`config.mk`:
```
export PLATFORM = sky130hd
export DESIGN_NAME = timer8_counter_core
export DESIGN_NICKNAME = d
export VERILOG_FILES = /design/src/core/timer8_pkg.sv /design/src/core/timer8_tick_if.sv /design/src/core/timer8_clock_select.sv /design/src/core/timer8_compare.sv /design/src/core/timer8_counter_core.sv
export VERILOG_INCLUDE_DIRS = /design/src /design/src/core
export SDC_FILE = /design/constraint.sdc
export NUM_CORES = 1
export LEC_CHECK = 0
export ABC_CLOCK_PERIOD_IN_PS = 8100
export BUFFER_PORTS_ARGS = -buffer_cell sky130_fd_sc_hd__buf_4
export CAP_MARGIN = 20
export CORE_UTILIZATION = 55
export CTS_CLUSTER_DIAMETER = 80
export CTS_CLUSTER_SIZE = 8
export DETAILED_ROUTE_END_ITERATION = 10
export GPL_ROUTABILITY_DRIVEN = 0
export PLACE_DENSITY = 0.86
export SYNTH_ARGS = -nofsm -noshare
export SYNTH_HDL_FRONTEND = slang
export SYNTH_SLANG_ARGS = --single-unit
```
`constraint.sdc`:
```
create_clock -name CORE_CLK -period 8.1 [get_ports CORE_CLK]
set_clock_uncertainty 0.05 [all_clocks]
set_input_delay 2.025 -clock CORE_CLK [delete_from_list [all_inputs] [get_ports CORE_CLK]]
set_output_delay 2.025 -clock CORE_CLK [all_outputs]
set_load 0.03 [all_outputs]
```
`src/core/timer8_cfg.svh`:
```
// field positions, the reset value and codes for the 8-bit timer core
`ifndef TIMER8_CFG_SVH
`define TIMER8_CFG_SVH
`define T8_BOTTOM 8'h00
`define T8_MAX 8'hFF
`define T8_RESET_BYTE 8'h00
`define T8_FLAG_OVF 0
`define T8_FLAG_CMP_A 1
`define T8_FLAG_CMP_B 2
`define T8_MODE_LO_MSB 1
`define T8_MODE_HI_BIT 3
`define T8_CS_MSB 2
`define T8_CS_STOP 3'h0
`define T8_CS_DIV1 3'h1
`define T8_CS_DIV8 3'h2
`define T8_CS_DIV64 3'h3
`define T8_CS_DIV256 3'h4
`define T8_CS_DIV1024 3'h5
`define T8_CS_EXT_FALL 3'h6
`define T8_CS_EXT_RISE 3'h7
`define T8_PRESCALE_W 10
`define T8_M_NORMAL 3'h0
`define T8_M_PC_MAX 3'h1
`define T8_M_CTC 3'h2
`define T8_M_FAST_MAX 3'h3
`define T8_M_PC_A 3'h5
`define T8_M_FAST_A 3'h7
`endif

```
`src/core/timer8_pkg.sv`:
```
// shared types of the 8-bit timer core
`default_nettype none
`include "timer8_cfg.svh"
package timer8_pkg;
  typedef logic [7:0] byte_t;
  typedef logic [2:0] field3_t;
  typedef enum logic [1:0] {DIR_UP = 2'b01, DIR_DOWN = 2'b10} dir_e;
endpackage
`default_nettype wire

```
`src/core/timer8_tick_if.sv`:
```
// signals shared by the counter, the clock select and the compare unit
`default_nettype none
interface timer8_tick_if;
  import timer8_pkg::*;
  logic tick;
  byte_t count;
  byte_t cmp_a;
  byte_t cmp_b;
  logic count_written;
  logic hit_a;
  logic hit_b;
  modport clksel (output tick);
  modport cmp (input tick, input count, input cmp_a, input cmp_b, input count_written, output hit_a, output hit_b);
  modport core (input tick, output count, output cmp_a, output cmp_b, output count_written, input hit_a, input hit_b);
endinterface
`default_nettype wire

```
`src/core/timer8_clock_select.sv`:
```
// clock select stage: prescaled core clock or edge of the external count pin
`default_nettype none
`include "timer8_cfg.svh"
module timer8_clock_select #(
  parameter int PRE_W = `T8_PRESCALE_W
) (
  input wire logic clk,
  input wire logic rst,
  input wire logic power_reduce,
  input wire logic ext_pin,
  input wire timer8_pkg::field3_t cs,
  timer8_tick_if.clksel tif
);
  import timer8_pkg::*;
  if (PRE_W < `T8_PRESCALE_W) begin : g_chk
    $error("prescaler too narrow for the largest division");
  end
  logic [PRE_W-1:0] pre_q;
  logic ext_q;
  // true on the last core cycle of each period of 2**k
  function automatic logic period_end(input logic [PRE_W-1:0] p, input int k);
    logic r;
    r = 1'b1;
    for (int i = 0; i < k; i++) begin
      r = r & p[i];
    end
    return r;
  endfunction
  always_ff @(posedge clk or posedge rst) begin
    if (rst) pre_q <= '0;
    else if (power_reduce) pre_q <= '0;
    else pre_q <= pre_q + {{(PRE_W-1){1'b0}}, 1'b1};
  end
  always_ff @(posedge clk or posedge rst) begin
    if (rst) ext_q <= 1'b0;
    else ext_q <= ext_pin;
  end
  always_comb begin
    case (cs)
      `T8_CS_DIV1: tif.tick = 1'b1;
      `T8_CS_DIV8: tif.tick = period_end(pre_q, 3);
      `T8_CS_DIV64: tif.tick = period_end(pre_q, 6);
      `T8_CS_DIV256: tif.tick = period_end(pre_q, 8);
      `T8_CS_DIV1024: tif.tick = period_end(pre_q, 10);
      `T8_CS_EXT_FALL: tif.tick = ext_q & ~ext_pin;
      `T8_CS_EXT_RISE: tif.tick = ~ext_q & ext_pin;
      default: tif.tick = 1'b0;
    endcase
    if (power_reduce) tif.tick = 1'b0;
  end
endmodule // timer8_clock_select
`default_nettype wire

```
`src/core/timer8_compare.sv`:
```
// compare unit: equality against both compare values with write blocking
`default_nettype none
module timer8_compare (
  input wire logic clk,
  input wire logic rst,
  timer8_tick_if.cmp tif
);
  import timer8_pkg::*;
  logic block_q;
  // held from a count write until the next tick consumes it, even if stopped
  always_ff @(posedge clk or posedge rst) begin
    if (rst) block_q <= 1'b0;
    else if (tif.count_written) block_q <= 1'b1;
    else if (tif.tick) block_q <= 1'b0;
  end
  // count sampled at the tick is the value held since the previous tick
  assign tif.hit_a = tif.tick & (tif.count == tif.cmp_a) & ~block_q & ~tif.count_written;
  assign tif.hit_b = tif.tick & (tif.count == tif.cmp_b) & ~block_q & ~tif.count_written;
endmodule // timer8_compare
`default_nettype wire

```
`src/core/timer8_counter_core.sv`:
```
// 8-bit timer/counter core with compare units, flags and masks
`default_nettype none
`include "timer8_cfg.svh"
module timer8_counter_core (
  input wire logic CORE_CLK,
  input wire logic RST,
  input wire logic POWER_REDUCE,
  input wire logic EXT_COUNT_PIN,
  input wire logic COUNT_WR,
  input wire timer8_pkg::byte_t COUNT_WDATA,
  input wire logic CMP_A_WR,
  input wire timer8_pkg::byte_t CMP_A_WDATA,
  input wire logic CMP_B_WR,
  input wire timer8_pkg::byte_t CMP_B_WDATA,
  input wire logic CTRL_A_WR,
  input wire timer8_pkg::byte_t CTRL_A_WDATA,
  input wire logic CTRL_B_WR,
  input wire timer8_pkg::byte_t CTRL_B_WDATA,
  input wire logic FLAG_WR,
  input wire timer8_pkg::byte_t FLAG_WDATA,
  input wire logic MASK_WR,
  input wire timer8_pkg::byte_t MASK_WDATA,
  input wire logic OVF_SERVICED,
  input wire logic CMP_A_SERVICED,
  input wire logic CMP_B_SERVICED,
  output var timer8_pkg::byte_t COUNT_VALUE,
  output var timer8_pkg::byte_t COMPARE_VALUE_A,
  output var timer8_pkg::byte_t COMPARE_VALUE_B,
  output var timer8_pkg::byte_t CONTROL_A,
  output var timer8_pkg::byte_t CONTROL_B,
  output var timer8_pkg::byte_t FLAG_REG,
  output var timer8_pkg::byte_t MASK_REG,
  output var logic OVF_IRQ,
  output var logic CMP_A_IRQ,
  output var logic CMP_B_IRQ,
  output var logic MATCH_A,
  output var logic MATCH_B,
  output var logic AT_TOP,
  output var logic AT_BOTTOM,
  output var logic COUNT_DOWN
);
  import timer8_pkg::*;

  timer8_tick_if tif ();

  byte_t count_q;
  byte_t count_d;
  byte_t cmp_a_q;
  byte_t cmp_a_d;
  byte_t cmp_b_q;
  byte_t cmp_b_d;
  byte_t ctrl_a_q;
  byte_t ctrl_b_q;
  byte_t ctrl_b_d;
  byte_t flag_q;
  byte_t flag_d;
  byte_t mask_q;
  byte_t mask_d;
  dir_e dir_q;
  dir_e dir_d;
  field3_t mode;
  field3_t cs;
  byte_t top_val;
  logic at_top;
  logic at_bottom;
  logic ovf_set;
  byte_t flag_set;
  byte_t flag_clr;

  // mode decode used for top selection and for the counting style
  function automatic logic top_from_a(input field3_t m);
    return (m == `T8_M_CTC) || (m == `T8_M_PC_A) || (m == `T8_M_FAST_A);
  endfunction

  function automatic logic is_phase(input field3_t m);
    return (m == `T8_M_PC_MAX) || (m == `T8_M_PC_A);
  endfunction

  function automatic logic is_fast(input field3_t m);
    return (m == `T8_M_FAST_MAX) || (m == `T8_M_FAST_A);
  endfunction

  function automatic byte_t top_of(input field3_t m, input byte_t a);
    return top_from_a(m) ? a : `T8_MAX;
  endfunction

  assign mode = {ctrl_b_q[`T8_MODE_HI_BIT], ctrl_a_q[`T8_MODE_LO_MSB:0]};
  assign cs = ctrl_b_q[`T8_CS_MSB:0];
  assign top_val = top_of(mode, cmp_a_q);
  assign at_top = (count_q == top_val);
  assign at_bottom = (count_q == `T8_BOTTOM);

  assign tif.count = count_q;
  assign tif.cmp_a = cmp_a_q;
  assign tif.cmp_b = cmp_b_q;
  assign tif.count_written = COUNT_WR;

  timer8_clock_select #(
    .PRE_W(`T8_PRESCALE_W)
  ) u_clksel (
    .clk(CORE_CLK),
    .rst(RST),
    .power_reduce(POWER_REDUCE),
    .ext_pin(EXT_COUNT_PIN),
    .cs(cs),
    .tif(tif.clksel)
  );

  timer8_compare u_cmp (
    .clk(CORE_CLK),
    .rst(RST),
    .tif(tif.cmp)
  );

  // next count and direction; the processor write is applied last so it wins
  always_comb begin
    count_d = count_q;
    dir_d = dir_q;
    ovf_set = 1'b0;
    if (tif.tick) begin
      if (is_phase(mode)) begin
        if (dir_q == DIR_UP) begin
          if (at_top) begin
            dir_d = DIR_DOWN;
            count_d = count_q - 8'h01;
          end else begin
            count_d = count_q + 8'h01;
          end
        end else begin
          if (at_bottom) begin
            dir_d = DIR_UP;
            count_d = count_q + 8'h01;
            ovf_set = 1'b1;
          end else begin
            count_d = count_q - 8'h01;
          end
        end
      end else if (is_fast(mode)) begin
        dir_d = DIR_UP;
        if (at_top) begin
          count_d = `T8_BOTTOM;
          ovf_set = 1'b1;
        end else begin
          count_d = count_q + 8'h01;
        end
      end else if (mode == `T8_M_CTC) begin
        dir_d = DIR_UP;
        // overflow only when the count really passes the maximum
        ovf_set = (count_q == `T8_MAX);
        count_d = at_top ? `T8_BOTTOM : count_q + 8'h01;
      end else begin
        // normal mode; unused codes fall back to it
        dir_d = DIR_UP;
        count_d = count_q + 8'h01;
        ovf_set = (count_q == `T8_MAX);
      end
    end
    if (COUNT_WR) begin
      count_d = COUNT_WDATA;
    end
  end

  always_ff @(posedge CORE_CLK or posedge RST) begin
    if (RST) count_q <= `T8_RESET_BYTE;
    else count_q <= count_d;
  end

  always_ff @(posedge CORE_CLK or posedge RST) begin
    if (RST) dir_q <= DIR_UP;
    else dir_q <= dir_d;
  end

  assign cmp_a_d = CMP_A_WR ? CMP_A_WDATA : cmp_a_q;
  assign cmp_b_d = CMP_B_WR ? CMP_B_WDATA : cmp_b_q;

  // compare values are written directly; no update buffering
  always_ff @(posedge CORE_CLK or posedge RST) begin
    if (RST) begin
      cmp_a_q <= `T8_RESET_BYTE;
      cmp_b_q <= `T8_RESET_BYTE;
    end else begin
      cmp_a_q <= cmp_a_d;
      cmp_b_q <= cmp_b_d;
    end
  end

  assign ctrl_b_d = CTRL_B_WR ? CTRL_B_WDATA : ctrl_b_q;

  always_ff @(posedge CORE_CLK or posedge RST) begin
    if (RST) begin
      ctrl_a_q <= `T8_RESET_BYTE;
      ctrl_b_q <= `T8_RESET_BYTE;
    end else begin
      if (CTRL_A_WR) ctrl_a_q <= CTRL_A_WDATA;
      ctrl_b_q <= ctrl_b_d;
    end
  end

  // flag set and clear terms; a set in the clearing cycle survives
  always_comb begin
    flag_set = '0;
    flag_set[`T8_FLAG_OVF] = ovf_set;
    flag_set[`T8_FLAG_CMP_A] = tif.hit_a;
    flag_set[`T8_FLAG_CMP_B] = tif.hit_b;
    flag_clr = FLAG_WR ? FLAG_WDATA : '0;
    flag_clr[`T8_FLAG_OVF] = flag_clr[`T8_FLAG_OVF] | OVF_SERVICED;
    flag_clr[`T8_FLAG_CMP_A] = flag_clr[`T8_FLAG_CMP_A] | CMP_A_SERVICED;
    flag_clr[`T8_FLAG_CMP_B] = flag_clr[`T8_FLAG_CMP_B] | CMP_B_SERVICED;
    flag_d = (flag_q & ~flag_clr) | flag_set;
    // only the three source bits exist
    flag_d[7:3] = 5'h0;
  end

  always_ff @(posedge CORE_CLK or posedge RST) begin
    if (RST) flag_q <= `T8_RESET_BYTE;
    else flag_q <= flag_d;
  end

  assign mask_d = MASK_WR ? {5'h0, MASK_WDATA[2:0]} : mask_q;

  always_ff @(posedge CORE_CLK or posedge RST) begin
    if (RST) mask_q <= `T8_RESET_BYTE;
    else mask_q <= mask_d;
  end

  // readback copies, registered so every output leaves a flip-flop
  always_ff @(posedge CORE_CLK or posedge RST) begin
    if (RST) begin
      COUNT_VALUE <= `T8_RESET_BYTE;
      COMPARE_VALUE_A <= `T8_RESET_BYTE;
      COMPARE_VALUE_B <= `T8_RESET_BYTE;
      CONTROL_A <= `T8_RESET_BYTE;
      CONTROL_B <= `T8_RESET_BYTE;
      FLAG_REG <= `T8_RESET_BYTE;
      MASK_REG <= `T8_RESET_BYTE;
    end else begin
      COUNT_VALUE <= count_d;
      COMPARE_VALUE_A <= cmp_a_d;
      COMPARE_VALUE_B <= cmp_b_d;
      CONTROL_A <= CTRL_A_WR ? CTRL_A_WDATA : ctrl_a_q;
      CONTROL_B <= ctrl_b_d;
      FLAG_REG <= flag_d;
      MASK_REG <= mask_d;
    end
  end

  // requests follow the next flag and mask values so they align with FLAG_REG
  always_ff @(posedge CORE_CLK or posedge RST) begin
    if (RST) begin
      OVF_IRQ <= 1'b0;
      CMP_A_IRQ <= 1'b0;
      CMP_B_IRQ <= 1'b0;
    end else begin
      OVF_IRQ <= flag_d[`T8_FLAG_OVF] & mask_d[`T8_FLAG_OVF];
      CMP_A_IRQ <= flag_d[`T8_FLAG_CMP_A] & mask_d[`T8_FLAG_CMP_A];
      CMP_B_IRQ <= flag_d[`T8_FLAG_CMP_B] & mask_d[`T8_FLAG_CMP_B];
    end
  end

  // waveform side sees equality of the values that the counter will hold
  always_ff @(posedge CORE_CLK or posedge RST) begin
    if (RST) begin
      MATCH_A <= 1'b1;
      MATCH_B <= 1'b1;
    end else begin
      MATCH_A <= (count_d == cmp_a_d);
      MATCH_B <= (count_d == cmp_b_d);
    end
  end

  // top uses the next mode and compare value so a change shows at once
  always_ff @(posedge CORE_CLK or posedge RST) begin
    if (RST) begin
      AT_TOP <= 1'b0;
      AT_BOTTOM <= 1'b1;
      COUNT_DOWN <= 1'b0;
    end else begin
      AT_TOP <= (count_d == top_of({ctrl_b_d[`T8_MODE_HI_BIT],
        (CTRL_A_WR ? CTRL_A_WDATA[`T8_MODE_LO_MSB:0] : ctrl_a_q[`T8_MODE_LO_MSB:0])}, cmp_a_d));
      AT_BOTTOM <= (count_d == `T8_BOTTOM);
      COUNT_DOWN <= (dir_d == DIR_DOWN);
    end
  end

endmodule // timer8_counter_core
`default_nettype wire

```
==> impl_metrics.json <==
{
  "status": "finished, final reports clean",
  "grt_max_degree": 69,
  "gr-usage-all-layers_pct": 28.0,
  "avgSynthCellArea_um2": 10.1,
  "worstPathRequired_ps": 8340,
  "holdBufCountCts": 0,
  "synth-xor-area-share_pct": 6.80,
  "final_cell_mix": "116 x buf_4, 64 x dfrtp_1, 32 x nand2_1",
  "place_hpwl_um": 7350,
  "route.detailed.drc": 0,
  "synth_simple_gate_area_share_pct": 19.2,
  "power.density_nw_per_um2": 206,
  "p_seq_share_pct": 40.1,
  "synth-adder-area-share_pct": 1.57,
  "core_um2": 6910,
  "vias": 3505,
  "avgViaCountPerCell": 5.79,
  "rsz0062_at_grt": "false",
  "drt_iter0_drc": 286,
  "cp-start-kind": "primary input",
  "cp-end-kind": "flop",
  "hold_violations": 0,
  "grt_pass1_wl_um": 16100,
  "power.net_switching_mw": 0.372,
  "maxSlewHeadroom_pct": 42.2,
  "port_buffers": 113,
  "path_clk_slew_ps": 70,
  "cts_setup_buffers": 0,
  "synth-compound-area-share_pct": 13.4,
  "tightest_slew_ps": 865,
  "die_w_um": 87.2,
  "synthCells": 395,
  "ys_ff_latch": 68,
  "finalSetupTns_ps": 0,
  "cp_data_arrival_time_ps": 4500,
  "clock_sinks": 68,
  "grt_use_met3_pct": 6.07,
  "drive_above_1_share_pct": 35.8,
  "peakVddDrop_v": 0.000132,
  "fmax_mhz": 235,
  "ys.flop_type": "dfrtp_1",
  "cts-resized-gates": 0,
  "startpoint": "EXT_COUNT_PIN",
  "synth-edff-count": 0,
  "die_area_um2": 7600,
  "antenna_found_initial": 0,
  "layout_commonest_cell": "buf_4",
  "min_from": "u_clksel.pre_q[0]",
  "critPathMaxFanout": 9,
  "htree_levels": 3,
  "io_pins": 134,
  "p_sw_share_pct": 35.8,
  "hold_ws_ps": 404,
  "min_path_type": "flop to flop",
  "cts-root-buf": "clkbuf_8",
  "die_h_um": 87.2,
  "ant_nets": 0,
  "drv_slew": 0,
  "fin_nets": 579,
  "cts_tree": "done",
  "yosys-mux-area-fraction_pct": 9.87,
  "clock_path_buffers": 2,
  "drt-total-wl_um": 9960,
  "routedWlPerCell_um": 16.5,
  "top_usage_layer": "met2",
  "use_met1_pct": 35.1,
  "netlist_area_um2": 3990,
  "drv_cap": 0,
  "power.leakage_nw": 2.33,
  "met2_usage_pct": 46.7,
  "syn2layout_area_growth_pct": 26.7,
  "fin_crit_ps": 4250,
  "worstSetupPathType": "primary input to flop",
  "synth_top_family_by_area": "simple AND/OR/NAND/NOR gates",
  "grt_overflow": 0,
  "initial_utilization_pct": 57.8,
  "async_flop_share_pct": 100,
  "n_antenna_cell": 0,
  "insertion_delay_ps": 350,
  "seq_area_frac_synth_pct": 42.7,
  "synth_cell_types": 73,
  "power_frac_comb_pct": 32.3,
  "reg2reg_depth": 11,
  "internal_power_mw": 0.668,
  "power_frac_clock_pct": 27.5,
  "n_fill_cell": 514,
  "grt_pass1_vias": 3352,
  "r2r_start": "COUNT_VALUE[1]",
  "min_path_cells": 1,
  "row_count": 30,
  "yosys_warnings": 0,
  "dr.pass1.iters": 6,
  "fin_crit_sh_pct": 52.5,
  "cts-buffers-inserted": 9,
  "finalSetupViolCount": 0
}
-- sequential cells by signal, indices dropped and copies added, names as in the netlist, 2 cells and up --
name,count
COMPARE_VALUE_A,8
COMPARE_VALUE_B,8
CONTROL_A,8
CONTROL_B,8
COUNT_VALUE,8
FLAG_REG,3
MASK_REG,3
dir_q,2
u_clksel.pre_q,10
-- final cells by class --
class,instances,area [µm²],area share (%)
well taps,96,120,2.37
multi-input cells,285,2070,40.9
inverters,24,90.1,1.78
clock inverters,4,47.5,0.940
repair buffers,116,871,17.2
flip-flops and latches,68,1710,33.7
clock buffers,12,155,3.07
-- path summary, 6_finish.rpt --
kind	endpoint	slack, ps
max in group asynchronous	MASK_REG[1]	5550
min reg2reg	u_clksel.pre_q[0]	400
max reg2reg	MATCH_B	4020
min in group asynchronous	AT_TOP	1860
min	u_clksel.pre_q[0]	400
max	AT_TOP	3850
-- layer usage --
layer  vias up  share of wire (%)
li1       1602                  -
met1      1682                 41
met2       195                 49
met3        26                8.2
met4         0                2.2
met5         -                  0
-- synthesized netlist by cell type, types with 3 or more instances --
master	instances	share of area, %
xnor2_1	15	3.3
nor2_1	22	2.1
nand3_1	13	1.6
dfrtp_1	64	40
buf_4	10	1.9
xor2_1	16	3.5
nor4_1	6	0.94
nor3b_1	3	0.56
nor2b_1	12	1.9
ha_1	5	1.6
o21ai_0	10	1.3
a21oi_1	5	0.63
mux2i_1	9	2.3
dfstp_2	4	2.6
nor3_1	10	1.3
clkbuf_1	10	0.94
nand2_1	32	3.0
or3_1	4	0.63
inv_1	21	2.0
nand4_1	6	0.94
o21a_1	3	0.56
and3_1	5	0.78
buf_2	5	0.63
and2_1	5	0.78
nand4b_1	3	0.66
mux2_2	27	7.6
nand2b_1	6	0.94
-- critical path, cell delays in order --
cell and delay (ps):
buf_4 120, nand2b_1 130, o22ai_1 170, a21oi_1 150
nor3_4 420, nand2_4 110, o31ai_1 240, buf_4 200
xnor2_1 100, or4b_1 480, a32oi_1 180, o211a_1 170
-- power groups by stage --
stage / registers, mW / clock network, mW / logic [mW]
after floorplan: 0.455 / 0 / 0.193
after global placement: 0.420 / 0 / 0.322
after detailed placement: 0.423 / 0 / 0.332
after CTS: 0.416 / 0.292 / 0.335
after global routing: 0.422 / 0.300 / 0.362
final: 0.418 / 0.286 / 0.336
-- kinds of logic after synthesis --
| group | count (synthesis) |
|---|---|
| AND/OR/NAND/NOR | 140 |
| buffers and inverters | 51 |
| AO/OA/AOI/OAI | 63 |
| adder cells (fa/ha/maj) | 5 |
| XOR/XNOR | 31 |
| multiplexers | 36 |
| flip-flops | 68 |
| other | 1 |
-- stage by stage --
step / setup slack, ps / power [mW] / cells / util [%] / area [µm²]
final: 3850 / 1.04 / 605 / 73.3 / 5060
after global routing: 3720 / 1.08 / 605 / 73.3 / 5060
after CTS: 3890 / 1.04 / 605 / 73.3 / 5060
after detailed placement: 3520 / 0.754 / 589 / 70.3 / 4860
after global placement: 3570 / 0.742 / 589 / 70.3 / 4860
after floorplan: 3780 / 0.648 / 404 / - / 4030
Power figures use the tool's default switching activity.
